`src/shared/beacon_fmt_pkg.sv`:
```
package beacon_fmt_pkg;
  // Superframe specification field positions
  localparam int SF_BO_LSB = 0;
  localparam int SF_SO_LSB = 4;
  localparam int SF_CAP_LSB = 8;
  localparam int SF_BLE_BIT = 12;
  localparam int SF_PANC_BIT = 14;
  localparam int SF_ASSOC_BIT = 15;
  // GTS specification field positions
  localparam int GTS_CNT_LSB = 0;
  localparam int GTS_PERMIT_BIT = 7;
  // Forced values
  localparam logic [3:0] BO_VALUE = 4'h0;
  localparam logic [3:0] SO_VALUE = 4'h0;
  localparam logic [3:0] CAP_VALUE = 4'h0;
  localparam logic BLE_VALUE = 1'b0;
  localparam logic BOOT_ASSOC_VALUE = 1'b1;
  localparam logic [2:0] GTS_CNT_VALUE = 3'h0;
  localparam logic GTS_PERMIT_VALUE = 1'b0;
  // Byte counts of inserted fields
  localparam logic [1:0] SF_BYTES = 2'h2;
  localparam logic [1:0] GTS_BYTES = 2'h1;
  // Stream states
  typedef enum logic [1:0] {
    ST_IDLE = 2'b00, // Waiting for a beacon request
    ST_HDR = 2'b01,  // Passing MAC header bytes
    ST_INS = 2'b10,  // Inserting fixed fields
    ST_TAIL = 2'b11  // Passing remaining payload bytes
  } fmt_state_t;
endpackage

```
`src/core/beacon_superframe_gts_formatter.sv`:
```
`timescale 1ns/1ps
module beacon_superframe_gts_formatter (
  input wire logic mclk_i, // MAC clock 25 MHz
  input wire logic rst_i, // Async reset, active high
  input wire logic profile_boot_i, // High selects bootstrap profile
  input wire logic pan_coord_i, // Device is PAN coordinator
  input wire logic assoc_permit_i, // Base-rule association permit
  input wire logic bcn_req_i, // Pulse: request one beacon
  input wire logic [7:0] hdr_len_i, // MHR byte count, sampled on request
  input wire logic [7:0] up_data_i, // Upstream byte
  input wire logic up_valid_i, // Upstream byte valid
  input wire logic up_last_i, // Upstream last byte of frame
  output logic up_ready_o, // Ready to take upstream byte
  output logic [7:0] dn_data_o, // Downstream byte
  output logic dn_valid_o, // Downstream byte valid
  output logic dn_last_o, // Downstream last byte of frame
  input wire logic dn_ready_i, // PHY ready
  output logic tx_busy_o, // Beacon in progress
  output logic rx_enable_o // Receiver enable
);
  import beacon_fmt_pkg::*;

  fmt_state_t state, next_state; // Framing state
  logic [7:0] cnt, next_cnt; // Header bytes left
  logic [1:0] ins, next_ins; // Insert byte index
  logic [15:0] sf_word; // Assembled superframe spec
  logic [7:0] gts_byte; // Assembled GTS spec
  logic assoc_bit; // Chosen association permit
  // Two-entry buffer storage
  logic [7:0] buf_d [2];
  logic buf_l [2];
  logic [7:0] next_buf_d [2];
  logic next_buf_l [2];
  logic [1:0] used, next_used; // Entries held
  logic wr_ptr, next_wr_ptr; // Write index
  logic rd_ptr, next_rd_ptr; // Read index
  logic in_v; // Byte offered to buffer
  logic [7:0] in_d; // Byte value offered
  logic in_l; // Byte is last
  logic in_go; // Buffer takes byte
  logic out_go; // PHY takes byte

  // Field assembly: every fixed subfield is constant
  always_comb begin
    assoc_bit = profile_boot_i ? BOOT_ASSOC_VALUE : assoc_permit_i;
    sf_word = 16'h0000;
    sf_word[SF_BO_LSB +: 4] = BO_VALUE;
    sf_word[SF_SO_LSB +: 4] = SO_VALUE;
    sf_word[SF_CAP_LSB +: 4] = CAP_VALUE;
    sf_word[SF_BLE_BIT] = BLE_VALUE;
    sf_word[SF_PANC_BIT] = pan_coord_i;
    sf_word[SF_ASSOC_BIT] = assoc_bit;
    gts_byte = 8'h00;
    gts_byte[GTS_CNT_LSB +: 3] = GTS_CNT_VALUE;
    gts_byte[GTS_PERMIT_BIT] = GTS_PERMIT_VALUE;
  end

  // Source selection into the buffer
  always_comb begin
    in_v = 1'b0;
    in_d = up_data_i;
    in_l = 1'b0;
    up_ready_o = 1'b0;
    case (state)
      ST_HDR, ST_TAIL: begin
        in_v = up_valid_i;
        in_l = (state == ST_TAIL) && up_last_i;
        up_ready_o = (used != 2'h2);
      end
      ST_INS: begin
        // GTS spec is the last inserted byte; no direction or list follows
        in_v = 1'b1;
        in_d = (ins == 2'h0) ? sf_word[7:0] : (ins == 2'h1) ? sf_word[15:8] : gts_byte;
      end
      default: begin
      end
    endcase
    in_go = in_v && (used != 2'h2);
  end

  // Framing state machine; beacons start only on request
  always_comb begin
    next_state = state;
    next_cnt = cnt;
    next_ins = ins;
    case (state)
      ST_IDLE: begin
        if (bcn_req_i) begin
          next_cnt = hdr_len_i;
          next_ins = 2'h0;
          next_state = (hdr_len_i == 8'h00) ? ST_INS : ST_HDR;
        end
      end
      ST_HDR: begin
        if (in_go) begin
          next_cnt = cnt - 8'h01;
          if (cnt == 8'h01) begin
            next_state = ST_INS;
          end
        end
      end
      ST_INS: begin
        if (in_go) begin
          next_ins = ins + 2'h1;
          if (ins == (SF_BYTES + GTS_BYTES - 2'h1)) begin
            next_state = ST_TAIL;
          end
        end
      end
      default: begin
        if (in_go && up_last_i) begin
          next_state = ST_IDLE;
        end
      end
    endcase
  end

  // Buffer bookkeeping; a PHY stall holds both entries
  always_comb begin
    out_go = (used != 2'h0) && dn_ready_i;
    next_buf_d = buf_d;
    next_buf_l = buf_l;
    next_wr_ptr = wr_ptr;
    next_rd_ptr = rd_ptr;
    next_used = used;
    if (in_go) begin
      next_buf_d[wr_ptr] = in_d;
      next_buf_l[wr_ptr] = in_l;
      next_wr_ptr = ~wr_ptr;
    end
    if (out_go) begin
      next_rd_ptr = ~rd_ptr;
    end
    if (in_go && !out_go) begin
      next_used = used + 2'h1;
    end else if (!in_go && out_go) begin
      next_used = used - 2'h1;
    end
  end

  // Register all state
  always_ff @(posedge mclk_i or posedge rst_i) begin
    if (rst_i) begin
      state <= ST_IDLE;
      cnt <= 8'h00;
      ins <= 2'h0;
      buf_d[0] <= 8'h00;
      buf_d[1] <= 8'h00;
      buf_l[0] <= 1'b0;
      buf_l[1] <= 1'b0;
      used <= 2'h0;
      wr_ptr <= 1'b0;
      rd_ptr <= 1'b0;
    end else begin
      state <= next_state;
      cnt <= next_cnt;
      ins <= next_ins;
      buf_d <= next_buf_d;
      buf_l <= next_buf_l;
      used <= next_used;
      wr_ptr <= next_wr_ptr;
      rd_ptr <= next_rd_ptr;
    end
  end

  // Outputs; data comes straight from buffer flops
  assign dn_data_o = buf_d[rd_ptr];
  assign dn_last_o = buf_l[rd_ptr] && (used != 2'h0);
  assign dn_valid_o = (used != 2'h0);
  assign tx_busy_o = (state != ST_IDLE) || (used != 2'h0);
  // No sleep period: receiver on whenever no beacon is in progress and the buffer is empty
  assign rx_enable_o = !tx_busy_o;
endmodule

```
`config.mk`:
```
export PLATFORM = sky130hd
export DESIGN_NAME = beacon_superframe_gts_formatter
export DESIGN_NICKNAME = d
export VERILOG_FILES = /design/src/shared/beacon_fmt_pkg.sv /design/src/core/beacon_superframe_gts_formatter.sv
export SDC_FILE = /design/constraint.sdc
export NUM_CORES = 1
export LEC_CHECK = 0
export ABC_CLOCK_PERIOD_IN_PS = 2200
export BUFFER_PORTS_ARGS = -buffer_cell sky130_fd_sc_hd__buf_2
export CORE_ASPECT_RATIO = 1.2
export CORE_MARGIN = 4
export CORE_UTILIZATION = 50
export CTS_CLUSTER_SIZE = 14
export DETAILED_ROUTE_END_ITERATION = 12
export PLACE_DENSITY = 0.73
export SLEW_MARGIN = 40
export SYNTH_ARGS = -nofsm -noshare
export SYNTH_HDL_FRONTEND = slang
export SYNTH_SLANG_ARGS = --single-unit
```
`constraint.sdc`:
```
create_clock -name mclk_i -period 2.2 [get_ports mclk_i]
set_input_delay 0.33 -clock mclk_i [delete_from_list [all_inputs] [get_ports mclk_i]]
set_output_delay 0.33 -clock mclk_i [all_outputs]
set_load 0.1 [all_outputs]
```
-- Yosys cells after proc, flatten, opt, wreduce, memory -nomap -nowiden
Cells that the tools add are included.
- register bits: 34
- output and inout port bits: 13
- input bits: 25
- word-level logic and storage cells: 93
- mux-type cells: 35
- equality and inequality tests: 12
- order comparisons: 3
- reduce and logical (&&, ||, !) cells: 25
- $add $sub $neg: 4
- bitwise logic cells: 4
- operators with widths (operator ; number):
    $mux W8 ; 9
    $mux W2 ; 11
    $bwmux W16 ; 1
    $pmux W8 S2 ; 1
    $ne A2 B2 Y1 const B ; 6
    $reduce_bool A2 Y1 ; 5
    $demux W8 S1 ; 1
    $eq A8 B1 Y1 const B ; 1
    $logic_and A1 B1 Y1 ; 8
    $logic_not A8 Y1 ; 1
    $sub A8 B1 Y8 const B ; 1
    $mux W1 ; 7
    $eq A2 B2 Y1 const B ; 3
    $pmux W2 S3 ; 1
    $reduce_and A3 Y1 ; 2
    $reduce_and A6 Y1 ; 1
    $add A2 B1 Y2 const B ; 2
    $eq A2 B1 Y1 const B ; 2
    $ge A2 B2 Y1 const B ; 2
    $logic_not A2 Y1 ; 2
    $not A1 Y2 ; 2
    $pmux W2 S2 ; 1
    $reduce_bool A4 Y1 ; 1
    $logic_not A1 Y1 ; 3
    8 further kinds ; 9

-- Depth between registers and ports, before layout
Gate-level depths: netlist of the first run.
- depth after elaboration: 8
- mapped depth: 8
- gate-level depth less buffers: 7

-- Worst setup path after synthesis of the first run
Ideal clock, no wire load.
- path type: register -> output
- from: reg state[1]
- to: out up_ready_o
- data required time: 1.870 ns
- buffers on the path: 2
- cell stages (with the launch flop): 7
- path slack: -0.640 ns
- arrival: 2.510 ns
- cell sequence: dfrtp_1 inv_1 ha_1 clkbuf_1 clkbuf_1 nor2_1 nor2_1
- longest elaborated chain between the ends: 3
- elaborated cells on any way between the ends: 4
- classes of those cells: 2 x eq/ne; 1 x mux; 1 x reduce/logical
- RTL lines (item ; RTL line ; text):
    start, declared ; beacon_superframe_gts_formatter.sv:23 ; fmt_state_t state, next_state;
    start signal, assigned ; beacon_superframe_gts_formatter.sv:155 ; state <= next_state;
    $eq A2 B2 Y1 / $eq A2 B1 Y1 (equally long branches) ; beacon_superframe_gts_formatter.sv:64 ; case (state)
    $reduce_or A2 Y1 * ; beacon_superframe_gts_formatter.sv:64 ;
    $mux W1 * ; beacon_superframe_gts_formatter.sv:64 ;
    end, declared ; beacon_superframe_gts_formatter.sv:13 ; output logic up_ready_o,
Mark *: on every way between the ends. The rest lies on a longest branch, timed or not.

-- Worst setup path in the final report of the first run
- from: reg cnt[1]
- to: reg state[0]
- longest elaborated chain between the ends: 3
- RTL lines (item ; RTL line ; text):
    start, declared ; beacon_superframe_gts_formatter.sv:24 ; logic [7:0] cnt, next_cnt;
    start signal, assigned ; beacon_superframe_gts_formatter.sv:156 ; cnt <= next_cnt;
    $eq A8 B1 Y1 ; beacon_superframe_gts_formatter.sv:97 ; if (cnt == 8'h01) begin
    $ne A2 B2 Y1 (no source line) ; -- ;
    $reduce_and A6 Y1 (no source line) ; -- ;
Every way passes these cells.
A chain may end at the register's enable or synchronous reset.

==> results.sh, run 1 <==
export IMPL_grt_pass1_vias=1603
export IMPL_end_kind="register"
export IMPL_core_area_mm2=0.00375
export IMPL_cts_tree="built"
export IMPL_final_cells=292
export IMPL_ys_seq_area_frac=0.426
export IMPL_slew_viol_final=0
export IMPL_syn_to_final_growth_pct=20.5
export IMPL_io_buffers=37
export IMPL_drive_above_1_share=0.363
export IMPL_die_area_mm2=0.00508
export IMPL_maxSlewHeadroom=0.511
export IMPL_start_util=0.532
export IMPL_synth_ff_type="dfrtp_1"
export IMPL_antenna_found_initial=0
export IMPL_fin_crit_sh=0.953
export IMPL_clock_skew_ns=0.00501
export IMPL_grt_start_max_net_pins=35
export IMPL_holdBufCountCts=0
export IMPL_ys_ff_latch=34
export IMPL_fin_nets=274
export IMPL_required_ns=2.36
export IMPL_num_rows=24
export IMPL_worst_setup_path_start_kind="register"
export IMPL_ctsRootBufferMaster="clkbuf_8"
export IMPL_drt_initial_drc_count=123
export IMPL_max_stage_delay_ns=0.45
export IMPL_ioPinCount=38
export IMPL_grt_usage=0.184
export IMPL_grt_pass1_wl_um=7390
export IMPL_n_antenna_cell=0
export IMPL_cts_sinks=34
export IMPL_cp_top_family="compound AO/OA/AOI/OAI gates"
export IMPL_setup_viol=0
export IMPL_clk_pin_slew_ns=0.07
export IMPL_cts_setup_buffers=0
export IMPL_cp_max_fo=4
export IMPL_dr_pass1_iters=4
export IMPL_cts_resized=1
export IMPL_hp_class="input port to asynchronous set/reset pin"
export IMPL_htreeDepth=2
export IMPL_synthCells=195
export IMPL_place_congestion=0.826
export IMPL_path_class="register to register"
export IMPL_avgSynthCellArea_um2=10.2
export IMPL_yosys_area_top_type="dfrtp_1"
export IMPL_tightestPinTransition_ns=0.713
export IMPL_crit_arrival_ns=2.25
export IMPL_vias=1605
export IMPL_vias_per_cell=5.50
export IMPL_drc=0
export IMPL_outcome="complete, no violations"
export IMPL_grt_ovfl_total=0
export IMPL_rsz0062_at_grt="no"
export IMPL_stdcell_area_mm2=0.00241
export IMPL_cts_buffers=5
export IMPL_clk_latency_ns=0.28
export IMPL_crit_chain="inv_1, ha_1, or4b_1, o41a_1, a2111oi_0, o2bb2ai_1"
export IMPL_hpwl_um=3200
export IMPL_synth_cell_types=42
export IMPL_maxCapViolations=0
export IMPL_syn_area_mm2=0.00200
export IMPL_critPathSlowestCell="or4b_1"
export IMPL_ys_async_sr_fraction=1.00
export IMPL_die_x_um=65.7
export IMPL_path_buf_inv=1
export IMPL_cts_max_path_buffers=2
export IMPL_postRouteAntennaNets=0
export IMPL_synthTopCellsByArea="dfrtp_1 (43%), mux2_2 (15%), ha_1 (6.3%)"
export IMPL_ys_warn_count=0
export IMPL_synth_edf_count=0
export IMPL_hold_viol=0
export IMPL_fmax_mhz=477
export IMPL_fin_crit_ns=2.10
export IMPL_mappedNetlistNets=230
export IMPL_synth_top_cell_area_share=0.426
export IMPL_wirelength_um=4260
export IMPL_avgRoutedWirePerCell_um=14.6
export IMPL_placed_cells=284
export IMPL_die_h_um=77.3
export IMPL_dpl_instance_area_mm2=0.00230
==> flip-flops by register name, summed over array words and instances, names as in the netlist <==
| register | count |
|---|---|
| buf_l | 2 |
| cnt | 8 |
| ins | 2 |
| rd_ptr | 1 |
| buf_d | 16 |
| state | 2 |
| used | 2 |
| wr_ptr | 1 |
==> synthesized netlist by cell type, types with 2 or more instances <==
cell / n
xor2_1: 3
mux2i_1: 4
xnor2_1: 2
clkbuf_1: 6
nand3_1: 7
o21ai_0: 8
nand2_1: 10
ha_1: 10
or4_1: 2
nor2_1: 8
a21oi_1: 9
nand2b_1: 4
a22o_1: 3
nor2b_1: 8
dfrtp_1: 34
mux2_2: 26
nor4_1: 4
o22ai_1: 4
a31oi_1: 4
inv_1: 16
o2bb2ai_1: 2
==> path summary, 6_finish.rpt <==
check | cells after the start | slack (ns) | start | endpoint
max | 6 | 0.10 | cnt[1] | state[0]
max in group asynchronous | 3 | 1.77 | rst_i | ins[1]
max reg2reg | 6 | 0.10 | cnt[1] | state[0]
min | 3 | 0.12 | rst_i | cnt[4]
min in group mclk_i | 3 | 0.32 | up_last_i | buf_l[1]
min reg2reg | 2 | 0.48 | buf_l[0] | buf_l[0]
==> layout by cell type, fill, tap and decap left out, types with 2 or more instances in the layout <==
cell        synthesis  final
buf_2               1     35
dfrtp_1            34     34
mux2_2             26     26
inv_1              16     15
ha_1               10     10
a21oi_1             9      9
nand2_1            10      9
nor2b_1             8      8
o21ai_0             8      8
buf_4               0      8
nand3_1             7      7
nor2_1              8      6
clkbuf_8            0      6
nand2b_1            4      4
mux2i_1             4      4
a31oi_1             4      4
o22ai_1             4      4
nor4_1              4      4
a22o_1              3      3
xor2_1              3      3
or4_1               2      2
o2bb2ai_1           2      2
clkinvlp_4          0      2
nor2_2              0      2
xnor2_1             2      2
==> tightest hold or removal path: cells and delay by family <==
kind	cells	cell delay, ns
buffers and inverters	3	0.50
==> per-layer routing <==
layer,part of all wire,global-route usage,wire (um)
met1,0.45,0.235,1920
met2,0.50,0.309,2110
met3,0.044,0.0322,187
met4,0.011,0.0622,48
met5,0,0,0
==> layout make-up <==
| cell class | instances | area [um2] |
|---|---|---|
| Timing Repair Buffer | 44 | 255 |
| Fill cell | 332 | 1350 |
| Inverter | 16 | 63.8 |
| Sequential cell | 34 | 851 |
| Tap cell | 52 | 65.1 |
| Clock inverter | 2 | 12.5 |
| Multi-Input combinational cell | 138 | 1080 |
| Clock buffer | 6 | 82.6 |
==> cell families after synthesis <==
family                     after synthesis  share of synthesized area
and+or+nand+nor                         52                      0.142
AOI/OAI and AO/OA                       41                      0.137
DFF                                     34                      0.426
muxes                                   30                      0.167
buffers and inverters                   23                     0.0438
adders and majority gates               10                     0.0626
xor gates and xnor gates                 5                     0.0219
==> metrics by stage <==
stage	hold slack (ns)	TNS, ns	util	setup WS [ns]
final	0.121	0	0.642	0.104
after detailed placement	0.450	0	0.613	0.104
after CTS	0.142	0	0.639	0.0907
after global routing	0.156	0	0.642	0.00194
after global placement	0.445	0	0.613	0.143
after floorplan	0.450	-0.188	-	-0.188
Power of run 1 is left out: the tool's default activity adds up to more than one toggle a clock period on the data nets, which glitch-free logic cannot reach.
==> inputs of run 2 (changes only) <==
Settings changed: ABC_AREA set to 1, CTS_CLUSTER_SIZE 14 to unset.
==> run 2 against run 1 <==
Compared with the run above: critical path depth shrank 1; first-iteration DRC count fell by 28%; highest routed layer unchanged; register-to-register slack better by 0.34 ns; clock skew is 0.0011 ns lower; critical path type is now register to output port.
==> results.sh, run 2 <==
export IMPL_fmax_mhz=481
export IMPL_synth_xor_area_share=0.0167
export IMPL_dr_pass1_iters=4
export IMPL_top_register="buf_d"
export IMPL_hp_class="input port to asynchronous set/reset pin"
export IMPL_antenna_found_initial=0
export IMPL_maxSlewHeadroom=0.629
export IMPL_synthSimpleGateAreaFrac=0.276
export IMPL_yosys_area_top_type="dfrtp_1"
export IMPL_htreeDepth=2
export IMPL_cts_resized=0
export IMPL_ys_warn_count=0
export IMPL_nFillCells=397
export IMPL_fin_crit_ns=2.08
export IMPL_start_util=0.523
export IMPL_n_antenna_cell=0
export IMPL_required_ns=1.87
export IMPL_holdBufCountCts=0
export IMPL_grt_usage=0.188
export IMPL_clk_latency_ns=0.28
export IMPL_avgSynthCellArea_um2=7.35
export IMPL_drt_initial_drc_count=89
export IMPL_ioPinCount=38
export IMPL_place_congestion=0.822
export IMPL_post_route_util=0.621
export IMPL_core_area_mm2=0.00400
export IMPL_cts_buffers=5
export IMPL_synthAdderAreaFrac=0.0597
export IMPL_synth_compound_area_frac=0.137
export IMPL_grtUsageMet1=0.215
export IMPL_end_kind="output port"
export IMPL_io_buffers=37
export IMPL_clock_skew_ns=0.00388
export IMPL_syn_to_final_growth_pct=18.8
export IMPL_wirelength_um=4330
export IMPL_dpl_instance_area_mm2=0.00239
export IMPL_holdWs_ns=0.127
export IMPL_synth_area_mux_share=0
export IMPL_vias=1862
export IMPL_maxCapViolations=0
export IMPL_die_h_um=78.9
export IMPL_critPathSlowestCell="dfrtp_1"
export IMPL_synthTopCellsByArea="dfrtp_1 (41%), nand2_1 (13%), o21ai_0 (7.4%)"
export IMPL_die_x_um=67.1
export IMPL_top_regs="buf_d: 16 flops, cnt: 8 flops"
export IMPL_hpwl_um=3220
export IMPL_synth_most_common_cell="nand2_1"
export IMPL_syn_area_mm2=0.00209
export IMPL_stdcell_area_mm2=0.00249
export IMPL_grt_pass1_wl_um=7600
export IMPL_synthCells=285
export IMPL_ctsRootBufferMaster="clkbuf_8"
export IMPL_avgRoutedWirePerCell_um=11.4
export IMPL_outcome="complete, no violations"
export IMPL_cts_setup_buffers=0
export IMPL_crit_chain="inv_1, ha_1, inv_2, nor2_4, buf_2"
export IMPL_grtUsageMet3=0.0382
export IMPL_cts_tree="built"
export IMPL_tightestPinTransition_ns=0.557
export IMPL_worst_setup_path_start_kind="register"
export IMPL_rsz0062_at_grt="no"
export IMPL_mostFrequentLayoutCells="nand2_1 (75), inv_1 (38), buf_2 (35)"
export IMPL_cp_max_fo=5
export IMPL_drive_above_1_share=0.241
export IMPL_drc=0
export IMPL_ys_seq_area_frac=0.406
export IMPL_mappedNetlistNets=320
export IMPL_ys_ff_latch=34
export IMPL_synth_top_family_by_area="simple AND/OR/NAND/NOR gates"
export IMPL_fin_nets=358
export IMPL_grt_ovfl_total=0
export IMPL_layout_area_seq_um2=852
export IMPL_cts_sinks=34
export IMPL_max_stage_delay_ns=0.44
export IMPL_crit_arrival_ns=1.75
export IMPL_setup_viol=0
export IMPL_cts_max_path_buffers=2
export IMPL_synth_top_cell_area_share=0.406
export IMPL_fin_crit_sh=0.945
export IMPL_slew_viol_final=0
export IMPL_synth_cell_types=30
export IMPL_ys_async_sr_fraction=1.00
export IMPL_synth_edf_count=0
export IMPL_multiInputGateArea_mm2=0.00107
export IMPL_busiest_layer="met2"
export IMPL_largest_register_ffs=16
export IMPL_synth_common_cells="nand2_1 (75), inv_1 (38), dfrtp_1 (34)"
export IMPL_grt_start_max_net_pins=35
export IMPL_clk_pin_slew_ns=0.07
export IMPL_synth_ff_type="dfrtp_1"
export IMPL_final_common_cell="nand2_1"
export IMPL_grt_pass1_vias=1805
export IMPL_postRouteAntennaNets=0
export IMPL_met2_usage=0.327
export IMPL_hold_viol=0
export IMPL_die_area_mm2=0.00529
export IMPL_num_rows=25
export IMPL_tns_ns=0
export IMPL_vias_per_cell=4.93
export IMPL_path_class="register to output port"
## run 2: changes by cell type in the layout (fill, tap and decap cells not counted), sizes merged, moves of 3 or more
cell / before / now
nand2: 10 / 81
o21ai: 8 / 40
inv: 15 / 43
mux2: 26 / 0
nor2: 8 / 34
nor2b: 8 / 0
nand3: 7 / 12
a31oi: 4 / 0
buf: 44 / 40
mux2i: 4 / 0
nand2b: 4 / 0
nor4: 4 / 0
a22o: 3 / 0
## run 2: cell type report
type                       count  share of cell area
clock buffer                   7              0.0347
clock inverter                 1             0.00201
inverter                      43              0.0659
multi-input combinational    199               0.432
sequential                    34               0.343
tap                           54              0.0272
timing repair buffer          40              0.0956
## run 2: layer usage
metal | wire (um) | share of wire
met1 | 1830 | 0.42
met2 | 2200 | 0.51
met3 | 215 | 0.050
met4 | 80 | 0.018
met5 | 0 | 0
## run 2: cells by family (layout without fill, tap and decap cells)
family,after synthesis,after routing
AND/OR/NAND/NOR,133,133
AO/OA/AOI/OAI,52,52
buffers and inverters,52,91
flip-flops,34,34
adder cells (fa/ha/maj),10,10
XOR/XNOR,4,4
## run 2: critical path, delay by kind of cell (launching register included)
| kind | cells | cell delay, ns |
|---|---|---|
| buffers and inverters | 3 | 0.65 |
| DFF | 1 | 0.44 |
| adders and majority gates | 1 | 0.25 |
| and+or+nand+nor | 1 | 0.12 |
## run 2: metrics by stage
step	setup WS (ns)	instances
after CTS	0.0318	378
final	0.120	378
after global placement	0.372	370
after global routing	0.0389	378
after detailed placement	0.338	370
after floorplan	-0.302	285
## run 2: final timing paths
kind	start	depth (start not counted)	to	slack, ns
min reg2reg	buf_d[4]	2	buf_d[4]	0.51
max in group asynchronous	rst_i	3	rd_ptr	1.74
max reg2reg	state[0]	9	state[1]	0.44
max	state[1]	5	rx_enable_o	0.12
min	rst_i	3	buf_d[10]	0.13
min in group mclk_i	up_last_i	3	buf_l[1]	0.32
Power of run 2 is left out for the same reason.
==> inputs of run 3 (changes only) <==
Settings changed: CTS_BUF_LIST set to sky130_fd_sc_hd__clkbuf_8.
==> run 3 against run 2 <==
Compared with the run above: wire length grew 0.12%; first-iteration DRC count unchanged; cell count stayed put; via count is the same; setup slack about the same; sequential share of layout area unchanged; hold slack worse by 0.0012 ns; sequential cell count unchanged; core utilization did not move; largest cell class unchanged.
==> results.sh, run 3 (synthesis results as in run 2) <==
export IMPL_top_regs="buf_d: 16 flops, cnt: 8 flops"
export IMPL_maxSlewHeadroom=0.629
export IMPL_fin_crit_ns=2.08
export IMPL_clock_skew_ns=0.00339
export IMPL_r2r_start="state[0]"
export IMPL_cts_buffers=5
export IMPL_fmax_mhz=481
export IMPL_cts_tree="built"
export IMPL_clk_pin_slew_ns=0.07
export IMPL_cp_max_fo=5
export IMPL_reg2reg_depth=9
export IMPL_cts_max_path_buffers=2
export IMPL_grt_start_max_net_pins=35
export IMPL_drt_initial_drc_count=89
export IMPL_path_buf_inv=3
export IMPL_worst_setup_path_start_kind="register"
export IMPL_hpwl_um=3220
export IMPL_end_kind="output port"
export IMPL_antenna_found_initial=0
export IMPL_cp_top_family="buffers and inverters"
export IMPL_dr_pass1_iters=4
export IMPL_grt_pass1_wl_um=7600
export IMPL_die_x_um=67.1
export IMPL_slew_viol_final=0
export IMPL_core_area_mm2=0.00400
export IMPL_holdWs_ns=0.126
export IMPL_io_buffers=37
export IMPL_max_stage_delay_ns=0.44
export IMPL_rsz0062_at_grt="no"
export IMPL_nFillCells=397
export IMPL_grt_ovfl_total=0
export IMPL_top_register="buf_d"
export IMPL_largest_register_ffs=16
export IMPL_die_h_um=78.9
export IMPL_wirelength_um=4330
export IMPL_hp_class="input port to asynchronous set/reset pin"
export IMPL_clk_latency_ns=0.28
export IMPL_cts_setup_buffers=0
export IMPL_crit_arrival_ns=1.75
export IMPL_fin_crit_sh=0.945
export IMPL_setup_viol=0
export IMPL_cp_startpoint="state[1]"
export IMPL_mostFrequentLayoutCells="nand2_1 (75), inv_1 (39), buf_2 (35)"
export IMPL_fin_nets=358
export IMPL_hold_viol=0
export IMPL_path_class="register to output port"
export IMPL_required_ns=1.87
export IMPL_grt_usage=0.188
export IMPL_place_congestion=0.822
export IMPL_ctsRootBufferMaster="clkbuf_8"
export IMPL_avgRoutedWirePerCell_um=11.5
export IMPL_cts_resized=0
export IMPL_maxCapViolations=0
export IMPL_drc=0
export IMPL_vias=1862
export IMPL_critPathSlowestCell="dfrtp_1"
export IMPL_htreeDepth=2
export IMPL_die_area_mm2=0.00529
export IMPL_start_util=0.523
export IMPL_ioPinCount=38
export IMPL_holdBufCountCts=0
export IMPL_postRouteAntennaNets=0
export IMPL_crit_chain="inv_1, ha_1, inv_2, nor2_4, buf_2"
export IMPL_outcome="complete, no violations"
export IMPL_drive_above_1_share=0.241
export IMPL_r2r_end="state[1]"
export IMPL_num_rows=25
export IMPL_tightestPinTransition_ns=0.557
export IMPL_r2r_setup_slack_ns=0.44
export IMPL_grt_pass1_vias=1805
export IMPL_vias_per_cell=4.93
export IMPL_cts_sinks=34
export IMPL_syn_to_final_growth_pct=18.8
export IMPL_final_common_cell="nand2_1"
export IMPL_n_antenna_cell=0
==> run 3: changes by cell type in the layout (fill, tap and decap cells not counted) <==
cell and delta:
clkbuf_1 -1, inv_1 +1
==> run 3: how the worst max path moves through the flow <==
stage	to	slack, ns	cells after the start
floorplan	tx_busy_o	-0.30	4
global placement	dn_last_o	0.37	3
CTS	dn_data_o[1]	0.03	3
global route	rx_enable_o	0.04	5
detailed placement	dn_last_o	0.34	3
finish	rx_enable_o	0.12	5
==> run 3: final cells by class <==
cell class | count | area (um2) | share of cell area
Clock inverter | 2 | 8.76 | 0.00352
Clock buffer | 6 | 82.6 | 0.0332
Multi-Input combinational cell | 199 | 1070 | 0.432
Sequential cell | 34 | 852 | 0.343
Tap cell | 54 | 67.6 | 0.0272
Timing Repair Buffer | 40 | 238 | 0.0956
Inverter | 43 | 164 | 0.0659
==> run 3: metrics by stage <==
step / worst slack [ns] / instance area (um2) / TNS [ns] / std cells / util
2_1_floorplan: -0.302 / 2140 / -0.499 / 285 / -
6_report: 0.120 / 2490 / 0 / 378 / 0.621
3_5_place_dp: 0.338 / 2390 / 0 / 370 / 0.598
5_1_grt: 0.0389 / 2490 / 0 / 378 / 0.621
3_3_place_gp: 0.372 / 2390 / 0 / 370 / 0.598
4_1_cts: 0.0314 / 2490 / 0 / 378 / 0.621
==> run 3: routing by layer <==
metal  track usage  vias to the layer above  wire length [um]
met5             0                        -                 0
met4        0.0872                        0                80
met1         0.215                      853              1830
met2         0.327                       38              2200
li1              -                      963                 -
met3        0.0382                        8               215
==> run 3: tightest hold or removal path: stages <==
cell	delay, ns
buf_2	0.09
inv_1	0.04
buf_4	0.38
Power of run 3 is left out for the same reason.
